### src/rtl/pcr_map.vh
// register indexes, field positions, reset values and codes of the port crossbar
`ifndef PCR_MAP_VH
`define PCR_MAP_VH

// ----------------------------------------------------------------------------
// register indexes (byte address is four times the index)
// ----------------------------------------------------------------------------
`define PCR_IDX_ROUTE0      10'h0e1
`define PCR_IDX_ROUTE1      10'h0e2
`define PCR_IDX_PORT0       10'h080
`define PCR_IDX_PORT1       10'h090
`define PCR_IDX_PORT2       10'h0a0
`define PCR_IDX_MODE0       10'h0a4
`define PCR_IDX_MODE1       10'h0a5
`define PCR_IDX_SKIP0       10'h0d4
`define PCR_IDX_SKIP1       10'h0d5
`define PCR_ADDR_W          12
`define PCR_IDX_HI          11
`define PCR_IDX_LO          2

// ----------------------------------------------------------------------------
// fields of route register 0 and 1, and the port 2 write mask
// ----------------------------------------------------------------------------
`define PCR_R0_UART         0
`define PCR_R0_SPI          1
`define PCR_R0_TWI          2
`define PCR_R0_SYSCK        3
`define PCR_R0_CMPS         4
`define PCR_R0_CMPA         5
`define PCR_R0_WMASK        8'h3f
`define PCR_R1_XBAR_EN      6
`define PCR_R1_WMASK        8'h40
`define PCR_P2_WMASK        8'h01

// ----------------------------------------------------------------------------
// reset values
// ----------------------------------------------------------------------------
`define PCR_RST_ROUTE       8'h00
`define PCR_RST_LATCH       8'hff
`define PCR_RST_MODE        8'h00
`define PCR_RST_SKIP        8'h00
`define PCR_RST_WORD        32'h0000_0000

// ----------------------------------------------------------------------------
// routed function slots in priority order, and pin function codes
// ----------------------------------------------------------------------------
`define PCR_FN_SCK          4'h0
`define PCR_FN_MISO         4'h1
`define PCR_FN_MOSI         4'h2
`define PCR_FN_NSS          4'h3
`define PCR_FN_SDA          4'h4
`define PCR_FN_SCL          4'h5
`define PCR_FN_CMPS         4'h6
`define PCR_FN_CMPA         4'h7
`define PCR_FN_SYSCK        4'h8
`define PCR_FN_NUM          9
`define PCR_FN_NONE         4'h9
`define PCR_FN_UTX          4'hd
`define PCR_FN_URX          4'he
`define PCR_FN_GPIO         4'hf
`define PCR_PIN_UTX         4
`define PCR_PIN_URX         5
`define PCR_XPINS           16
`define PCR_PINS            17
`define PCR_DBG_PIN         16

`endif

### src/rtl/pcr_decoder.v
// priority decoder: assigns enabled peripheral functions to crossbar pins
`include "pcr_map.vh"
`default_nettype none

module pcr_decoder (
  input  wire [`PCR_FN_NUM-1:0]   fn_en,
  input  wire [`PCR_XPINS-1:0]    skip,
  input  wire                     uart_en,
  output reg  [4*`PCR_XPINS-1:0]  pin_fn
);

  // ----------------------------------------------------------------------------
  // next enabled slot at or after a start slot, none when exhausted
  // ----------------------------------------------------------------------------
  function [3:0] next_fn;
    input [`PCR_FN_NUM-1:0] en;
    input [3:0]             start;
    integer                 i;
    begin
      next_fn = `PCR_FN_NONE;
      for (i = `PCR_FN_NUM - 1; i >= 0; i = i - 1) begin
        if (en[i] && (i >= start)) begin
          next_fn = i[3:0];
        end
      end
    end
  endfunction

  // ----------------------------------------------------------------------------
  // walk pins from lowest up; uart pins are fixed and never taken by others
  // ----------------------------------------------------------------------------
  reg     [3:0] k;
  reg     [3:0] f;
  integer       p;
  always @* begin
    k      = 4'h0;
    f      = `PCR_FN_NONE;
    pin_fn = {4*`PCR_XPINS{1'b1}};
    for (p = 0; p < `PCR_XPINS; p = p + 1) begin
      if (uart_en && (p == `PCR_PIN_UTX)) begin
        pin_fn[4*p +: 4] = `PCR_FN_UTX;
      end else if (uart_en && (p == `PCR_PIN_URX)) begin
        pin_fn[4*p +: 4] = `PCR_FN_URX;
      end else if (!skip[p]) begin
        f = next_fn(fn_en, k);
        if (f != `PCR_FN_NONE) begin
          pin_fn[4*p +: 4] = f;
          k                = f + 4'h1;
        end
      end
    end
  end

endmodule

`default_nettype wire

### src/rtl/pcr_crossbar.v
// port crossbar top: apb registers, pin synchronisers, routing and pin drivers
//
// Contract
// - port 0 and port 1 pins act as gpio or carry a routed peripheral signal
// - port 2 bit 0 is gpio shared with the debug data line
// - reading a port latch returns present pin levels regardless of routing
// - only selected functions are placed, pins allocated in fixed priority order
// - each port 0/1 pin drives push-pull or open-drain per its mode bit
// - route register 0 bits 7:6 read zero and ignore writes
// - bit 5 routes the unsynchronised comparator output, else it stays off
// - bit 4 routes the synchronised comparator output, else it stays off
// - bit 3 routes the system clock out, else it is not output
// - bit 2 routes two-wire data and clock lines, else unavailable
// - bit 1 routes spi on three or four pins per spi configuration
// - bit 0 puts uart transmit on p0.4 and receive on p0.5
`include "pcr_map.vh"
`default_nettype none

module pcr_crossbar (
  input  wire                     mclk,
  input  wire                     reset_n,
  // apb slave
  input  wire                     psel,
  input  wire                     penable,
  input  wire                     pwrite,
  input  wire [`PCR_ADDR_W-1:0]   paddr,
  input  wire [31:0]              pwdata,
  output reg  [31:0]              prdata,
  output reg                      pready,
  output reg                      pslverr,
  // package pins: p0 in bits 7:0, p1 in bits 15:8, p2.0 in bit 16
  input  wire [`PCR_PINS-1:0]     pin_in,
  output reg  [`PCR_PINS-1:0]     pin_out,
  output reg  [`PCR_PINS-1:0]     pin_oe,
  // routed peripheral slots, indexed by function slot
  input  wire [`PCR_FN_NUM-1:0]   periph_out,
  input  wire [`PCR_FN_NUM-1:0]   periph_drive,
  output reg  [`PCR_FN_NUM-1:0]   periph_in,
  input  wire                     spi_nss_en,
  input  wire                     uart_transmit_line,
  output reg                      uart_receive_line,
  // debug data line sharing p2.0
  input  wire                     debug_data_drive,
  input  wire                     debug_data_out,
  output reg                      debug_data_line
);

  // ----------------------------------------------------------------------------
  // register index decode, shared by read and write paths
  // ----------------------------------------------------------------------------
  function is_reg;
    input [`PCR_ADDR_W-1:0] a;
    input [9:0]             idx;
    begin
      is_reg = (a[`PCR_IDX_HI:`PCR_IDX_LO] == idx);
    end
  endfunction

  // ----------------------------------------------------------------------------
  // state
  // ----------------------------------------------------------------------------
  reg  [7:0]               route0_q;
  reg  [7:0]               route1_q;
  reg  [7:0]               latch0_q;
  reg  [7:0]               latch1_q;
  reg  [7:0]               latch2_q;
  reg  [7:0]               mode0_q;
  reg  [7:0]               mode1_q;
  reg  [7:0]               skip0_q;
  reg  [7:0]               skip1_q;
  reg  [`PCR_PINS-1:0]     pin_s1_q;
  reg  [`PCR_PINS-1:0]     pin_s2_q;
  reg  [31:0]              rdata_d;
  reg                      mapped_d;
  reg  [`PCR_PINS-1:0]     pin_out_d;
  reg  [`PCR_PINS-1:0]     pin_oe_d;
  reg  [`PCR_FN_NUM-1:0]   periph_in_d;
  reg  [`PCR_FN_NUM-1:0]   fn_en;
  wire [4*`PCR_XPINS-1:0]  pin_fn;
  wire                     xbar_en;
  wire                     wr_take;
  wire                     acc_first;
  wire [`PCR_XPINS-1:0]    xlatch;
  wire [`PCR_XPINS-1:0]    xmode;

  assign xbar_en   = route1_q[`PCR_R1_XBAR_EN];
  assign xlatch    = {latch1_q, latch0_q};
  assign xmode     = {mode1_q, mode0_q};
  // one wait state: data is prepared in the first access cycle
  assign acc_first = psel & penable & ~pready;
  assign wr_take   = psel & penable & pready & pwrite & ~pslverr;

  // ----------------------------------------------------------------------------
  // pin synchronisers: only the second stage is read anywhere
  // ----------------------------------------------------------------------------
  always @(posedge mclk) begin
    if (!reset_n) begin
      pin_s1_q <= {`PCR_PINS{1'b1}};
      pin_s2_q <= {`PCR_PINS{1'b1}};
    end else begin
      pin_s1_q <= pin_in;
      pin_s2_q <= pin_s1_q;
    end
  end

  // ----------------------------------------------------------------------------
  // read mux; port registers return pin levels, not the written latch
  // ----------------------------------------------------------------------------
  always @* begin
    rdata_d  = `PCR_RST_WORD;
    mapped_d = 1'b1;
    if (is_reg(paddr, `PCR_IDX_ROUTE0)) begin
      rdata_d[7:0] = route0_q & `PCR_R0_WMASK;
    end else if (is_reg(paddr, `PCR_IDX_ROUTE1)) begin
      rdata_d[7:0] = route1_q;
    end else if (is_reg(paddr, `PCR_IDX_PORT0)) begin
      rdata_d[7:0] = pin_s2_q[7:0];
    end else if (is_reg(paddr, `PCR_IDX_PORT1)) begin
      rdata_d[7:0] = pin_s2_q[15:8];
    end else if (is_reg(paddr, `PCR_IDX_PORT2)) begin
      rdata_d[0] = pin_s2_q[`PCR_DBG_PIN];
    end else if (is_reg(paddr, `PCR_IDX_MODE0)) begin
      rdata_d[7:0] = mode0_q;
    end else if (is_reg(paddr, `PCR_IDX_MODE1)) begin
      rdata_d[7:0] = mode1_q;
    end else if (is_reg(paddr, `PCR_IDX_SKIP0)) begin
      rdata_d[7:0] = skip0_q;
    end else if (is_reg(paddr, `PCR_IDX_SKIP1)) begin
      rdata_d[7:0] = skip1_q;
    end else begin
      mapped_d = 1'b0;
    end
  end

  // ----------------------------------------------------------------------------
  // apb handshake: pready high in the second access cycle, unmapped gets pslverr
  // ----------------------------------------------------------------------------
  always @(posedge mclk) begin
    if (!reset_n) begin
      pready  <= 1'b0;
      pslverr <= 1'b0;
      prdata  <= `PCR_RST_WORD;
    end else begin
      pready  <= acc_first;
      pslverr <= acc_first & ~mapped_d;
      if (acc_first && !pwrite) begin
        prdata <= rdata_d;
      end else if (!acc_first) begin
        prdata <= `PCR_RST_WORD;
      end
    end
  end

  // ----------------------------------------------------------------------------
  // register writes, taken only at the edge that completes the transfer
  // ----------------------------------------------------------------------------
  always @(posedge mclk) begin
    if (!reset_n) begin
      route0_q <= `PCR_RST_ROUTE;
      route1_q <= `PCR_RST_ROUTE;
      latch0_q <= `PCR_RST_LATCH;
      latch1_q <= `PCR_RST_LATCH;
      latch2_q <= `PCR_RST_LATCH & `PCR_P2_WMASK;
      mode0_q  <= `PCR_RST_MODE;
      mode1_q  <= `PCR_RST_MODE;
      skip0_q  <= `PCR_RST_SKIP;
      skip1_q  <= `PCR_RST_SKIP;
    end else if (wr_take) begin
      if (is_reg(paddr, `PCR_IDX_ROUTE0)) begin
        route0_q <= pwdata[7:0] & `PCR_R0_WMASK;
      end
      if (is_reg(paddr, `PCR_IDX_ROUTE1)) begin
        route1_q <= pwdata[7:0] & `PCR_R1_WMASK;
      end
      if (is_reg(paddr, `PCR_IDX_PORT0)) begin
        latch0_q <= pwdata[7:0];
      end
      if (is_reg(paddr, `PCR_IDX_PORT1)) begin
        latch1_q <= pwdata[7:0];
      end
      if (is_reg(paddr, `PCR_IDX_PORT2)) begin
        latch2_q <= pwdata[7:0] & `PCR_P2_WMASK;
      end
      if (is_reg(paddr, `PCR_IDX_MODE0)) begin
        mode0_q <= pwdata[7:0];
      end
      if (is_reg(paddr, `PCR_IDX_MODE1)) begin
        mode1_q <= pwdata[7:0];
      end
      if (is_reg(paddr, `PCR_IDX_SKIP0)) begin
        skip0_q <= pwdata[7:0];
      end
      if (is_reg(paddr, `PCR_IDX_SKIP1)) begin
        skip1_q <= pwdata[7:0];
      end
    end
  end

  // ----------------------------------------------------------------------------
  // function slots requested by the route register, in priority order
  // ----------------------------------------------------------------------------
  always @* begin
    fn_en                = {`PCR_FN_NUM{1'b0}};
    fn_en[`PCR_FN_SCK]   = route0_q[`PCR_R0_SPI];
    fn_en[`PCR_FN_MISO]  = route0_q[`PCR_R0_SPI];
    fn_en[`PCR_FN_MOSI]  = route0_q[`PCR_R0_SPI];
    fn_en[`PCR_FN_NSS]   = route0_q[`PCR_R0_SPI] & spi_nss_en;
    fn_en[`PCR_FN_SDA]   = route0_q[`PCR_R0_TWI];
    fn_en[`PCR_FN_SCL]   = route0_q[`PCR_R0_TWI];
    fn_en[`PCR_FN_CMPS]  = route0_q[`PCR_R0_CMPS];
    fn_en[`PCR_FN_CMPA]  = route0_q[`PCR_R0_CMPA];
    fn_en[`PCR_FN_SYSCK] = route0_q[`PCR_R0_SYSCK];
  end

  pcr_decoder u_decoder (
    .fn_en   (fn_en),
    .skip    ({skip1_q, skip0_q}),
    .uart_en (route0_q[`PCR_R0_UART]),
    .pin_fn  (pin_fn)
  );

  // ----------------------------------------------------------------------------
  // pin drivers: open-drain drives only a low, push-pull drives both levels
  // ----------------------------------------------------------------------------
  reg     [3:0] code;
  reg           val;
  reg           drv;
  integer       p;
  always @* begin
    code        = `PCR_FN_GPIO;
    val         = 1'b1;
    drv         = 1'b0;
    pin_out_d   = {`PCR_PINS{1'b0}};
    pin_oe_d    = {`PCR_PINS{1'b0}};
    periph_in_d = {`PCR_FN_NUM{1'b1}};
    for (p = 0; p < `PCR_XPINS; p = p + 1) begin
      code = pin_fn[4*p +: 4];
      case (code)
        `PCR_FN_GPIO: begin
          val = xlatch[p];
          drv = 1'b1;
        end
        `PCR_FN_UTX: begin
          val = uart_transmit_line;
          drv = 1'b1;
        end
        `PCR_FN_URX: begin
          val = 1'b1;
          drv = 1'b0;
        end
        default: begin
          val = periph_out[code];
          drv = periph_drive[code];
          periph_in_d[code] = pin_s2_q[p];
        end
      endcase
      pin_out_d[p] = xmode[p] & val;
      pin_oe_d[p]  = xbar_en & drv & (xmode[p] | ~val);
    end
    // p2.0 has no mode setting: open-drain gpio unless debug owns it
    if (debug_data_drive) begin
      pin_out_d[`PCR_DBG_PIN] = debug_data_out;
      pin_oe_d[`PCR_DBG_PIN]  = 1'b1;
    end else begin
      pin_out_d[`PCR_DBG_PIN] = 1'b0;
      pin_oe_d[`PCR_DBG_PIN]  = xbar_en & ~latch2_q[0];
    end
  end

  // ----------------------------------------------------------------------------
  // registered outputs; costs one cycle of latency on every routed signal
  // ----------------------------------------------------------------------------
  always @(posedge mclk) begin
    if (!reset_n) begin
      pin_out           <= {`PCR_PINS{1'b0}};
      pin_oe            <= {`PCR_PINS{1'b0}};
      periph_in         <= {`PCR_FN_NUM{1'b1}};
      uart_receive_line <= 1'b1;
      debug_data_line   <= 1'b1;
    end else begin
      pin_out           <= pin_out_d;
      pin_oe            <= pin_oe_d;
      periph_in         <= periph_in_d;
      uart_receive_line <= route0_q[`PCR_R0_UART] ?
                           pin_s2_q[`PCR_PIN_URX] : 1'b1;
      debug_data_line   <= pin_s2_q[`PCR_DBG_PIN];
    end
  end

endmodule

`default_nettype wire

### config.mk
export PLATFORM = sky130hd
export DESIGN_NAME = pcr_crossbar
export DESIGN_NICKNAME = d
export VERILOG_FILES = /design/src/rtl/pcr_decoder.v /design/src/rtl/pcr_crossbar.v
export VERILOG_INCLUDE_DIRS = /design/src /design/src/rtl
export SDC_FILE = /design/constraint.sdc
export NUM_CORES = 1
export LEC_CHECK = 0
export BUFFER_PORTS_ARGS = -buffer_cell sky130_fd_sc_hd__buf_2
export CORE_UTILIZATION = 56
export DETAILED_ROUTE_END_ITERATION = 8
export PLACE_DENSITY = 0.79
export SLEW_MARGIN = 0
export SYNTH_ARGS = -nofsm -noshare
export SYNTH_HDL_FRONTEND = slang
export SYNTH_SLANG_ARGS = --single-unit
### constraint.sdc
create_clock -name mclk -period 34.1 [get_ports mclk]
set_clock_uncertainty 0.15 [all_clocks]
set_input_delay 6.82 -clock mclk [delete_from_list [all_inputs] [get_ports mclk]]
set_output_delay 6.82 -clock mclk [all_outputs]
set_load 0.03 [all_outputs]
==> run metrics <==
Period Utilization, post-route about 100%; Synth area leader dfxtp_1; fraction of layout cells with a size suffix above 1 30.4%; max-slew violation count 0; Post-synth EDFFs 0; gpl congestion 0.986; clk buf depth 2; WL final ~82000 um; Worst setup EP type flop; WL/cell ~25 um; crit-path most repeated cell ha_4; die height approximately 180 um; reg2reg end pin_oe[15]$_SDFF_PN0_; die area roughly 0.032 mm2; Synth Register Bits 145; Num CTS Buffers 17; fmax roughly 29 MHz; # setup viols final 0; critical path arrival 34180 ps; Synth async-reset ratio 0%; first-pass detailed-route iteration total 9; largest family of logic cells by synthesized area compound AO/OA/AOI/OAI gates; slowest stage delay, CP between 500 and 600 ps; synthesized instance count between 2k and 2.5k; largest net degree at the start of global routing between 80 and 90; IO Port Bufs 116; critical hold path startpoint pin_s1_q[15]$_SDFF_PN1_; Routed Antenna Nets 0; critical path peak fanout 9; Max transition margin around a quarter; Post-synth top cells 290 x nand2_1, 219 x nor2_1, 153 x a21oi_1, 145 x dfxtp_1, 113 x clkbuf_1; # DRC 1; XOR/XNOR Fraction of Synth Area 0.0493%; Tot Pwr between 0.4 and 0.5 mW; most common cell in the netlist nand2_1; worst setup path class in2reg; # nets final 2927; Leak approximately 8.9 nW; Final HPWL DP ~55000 um; worst skew pair latency ~430 ps; Synth Area in Compound Gates between 30% and 40%; Max-cap violations 0; Post-Synth Adder-Cell Area under 10%; mux cell area share after synthesis between 7 and 8%; top cells by area, synth dfxtp_1 16%, nand2_1 6.1%, mux2i_1 5.4%, nor2_1 4.6%, a21oi_1 4.3%; IO Count 167; Worst-Margin Slew approximately 1100 ps; Ys Warns 0; sequential cell area fraction in the yosys report approximately 16%; Synth Area in Simple Gates 29.4%; R2R Path Start route0_q[1]$_SDFFE_PN0P_; Core Rows 64; hold path depth 1; Initial Util between 50% and 60%; failing checks DRC; PD cells ~18 mW/mm2; status finished, violations left; GR Overflow Total 0; area delta synth->final 28.7%; Tmin final 34000 ps; initial antenna violation count 4; Chip Width 180 um; core area 0.0309 mm2; via-per-instance ratio 7.30; peak supply drop 60.0 uV; GRT Resource Usage Total 45.7%; Post-Layout Inst Area 0.0229 mm2; CP Launch Type primary input; hold buffer count at cts 0; post-synthesis cell area ~0.018 mm2; placement-stage cell area approximately 0.020 mm2; first-pass GRT wire length 118000 um; Final Hold Viols 0; Hold EP pin_s2_q[15]$_SDFF_PN1_; hold slack approximately 260 ps; clock sinks ~150; share of the synthesized area in the top cell type 16.3%; Critical Path Slowest Stage Cell or4b_4; Root Driver clkbuf_16; CTS tree built; Hold Path Class reg2reg; ys flop type dfxtp_1; clk slew on worst S/H paths 60 ps; CP required roughly 34000 ps; average size of a mapped cell a little over 7 um2; H-tree depth 4; R2R setup slack 3280 ps; cell depth of the worst flop-to-flop path roughly 150; Yosys cell types 136; vias in the first global route 21.1k; vias post-DR ~24k; DRT iter0 DRCs around 3.7k
[metal layers]
layer | GRT usage [%] | part of all wire [%]
met1 | 60.4 | 38
met4 | 26.1 | 7.2
met2 | 65.6 | 40
met3 | 13.7 | 15
met5 | 0 | 0.044
[worst max-delay path by stage]
stage	slack [ps]	to	startpoint
finish	100	pin_oe[15]$_SDFF_PN0_	spi_nss_en
global route	-920	pin_oe[15]$_SDFF_PN0_	spi_nss_en
CTS	10	pin_oe[15]$_SDFF_PN0_	spi_nss_en
detailed placement	-850	pin_oe[15]$_SDFF_PN0_	spi_nss_en
global placement	-230	pin_oe[15]$_SDFF_PN0_	spi_nss_en
floorplan	10	pin_oe[15]$_SDFF_PN0_	spi_nss_en
[report_power, final]
group / internal (mW) / switching, mW
Sequential: 0.171 / 0.00303
Clock: 0.112 / 0.0876
Combinational: 0.00958 / 0.0275
Total: 0.293 / 0.118
[timing repair]
| item | 4_1_cts | 5_1_grt |
|---|---|---|
| hold endpoints to repair | 0 | 0 |
| pin swaps | 9 | 139 |
| buffers inserted | 8 | 93 |
| resized for setup | 19 | 198 |
| setup endpoints to repair | 10 | 13 |
[stage by stage]
step / setup slack, ps / setup TNS [ps] / utilization, % / cells
6_report: 97.6 / 0 / 74.0 / 3224
5_1_grt: -924 / -6930 / 74.0 / 3224
4_1_cts: 11.8 / 0 / 68.4 / 3130
3_5_place_dp: -849 / -6150 / 66.0 / 3090
3_3_place_gp: -235 / -442 / 66.0 / 3090
2_1_floorplan: 14.4 / 0 / - / 2505
[kinds of logic (layout without fill, tap and decap cells)]
group	after synthesis	count (layout)
AO/OA/AOI/OAI	898	898
XOR/XNOR	1	1
adder cells (fa/ha/maj)	25	25
buffers and inverters	252	574
flip-flops	145	145
multiplexers	124	124
other	1	25
AND/OR/NAND/NOR	1036	1036
[final cells by class]
cell class / instances / area, um2
diodes: 1 / 2.50
clock buffers: 21 / 450
clock inverters: 11 / 145
fillers: 2372 / 8030
inverters: 68 / 258
multi-input cells: 2108 / 15300
flip-flops and latches: 145 / 2910
well taps: 396 / 495
repair buffers: 474 / 3320
[sequential cells by signal, indices dropped and copies added, names as in the netlist, 6 cells and up]
register,count
pin_oe,17
pin_out,17
pin_s1_q,17
pin_s2_q,17
periph_in,9
latch0_q,8
latch1_q,8
mode0_q,8
mode1_q,8
prdata,8
skip0_q,8
skip1_q,8
route0_q,6
[placed cells by master (no fill, tap or decap), drive strengths merged, types with 68 or more instances in the layout]
cell type  netlist  final
nor2           221    221
o21ai          136    136
inv             62     68
dfxtp          145    145
mux2i           97     97
nand2          294    294
a21oi          166    166
buf             71    474
nand3          108    108
nor3            90     90
[critical path, delay by kind of cell]
family / cells / cell delay, ps
fa+ha+maj: 14 / 2920
compound gates: 69 / 13970
simple gates: 37 / 7880
mux: 2 / 460
buf+inv: 17 / 2090
(Power assumes the default switching activity.)
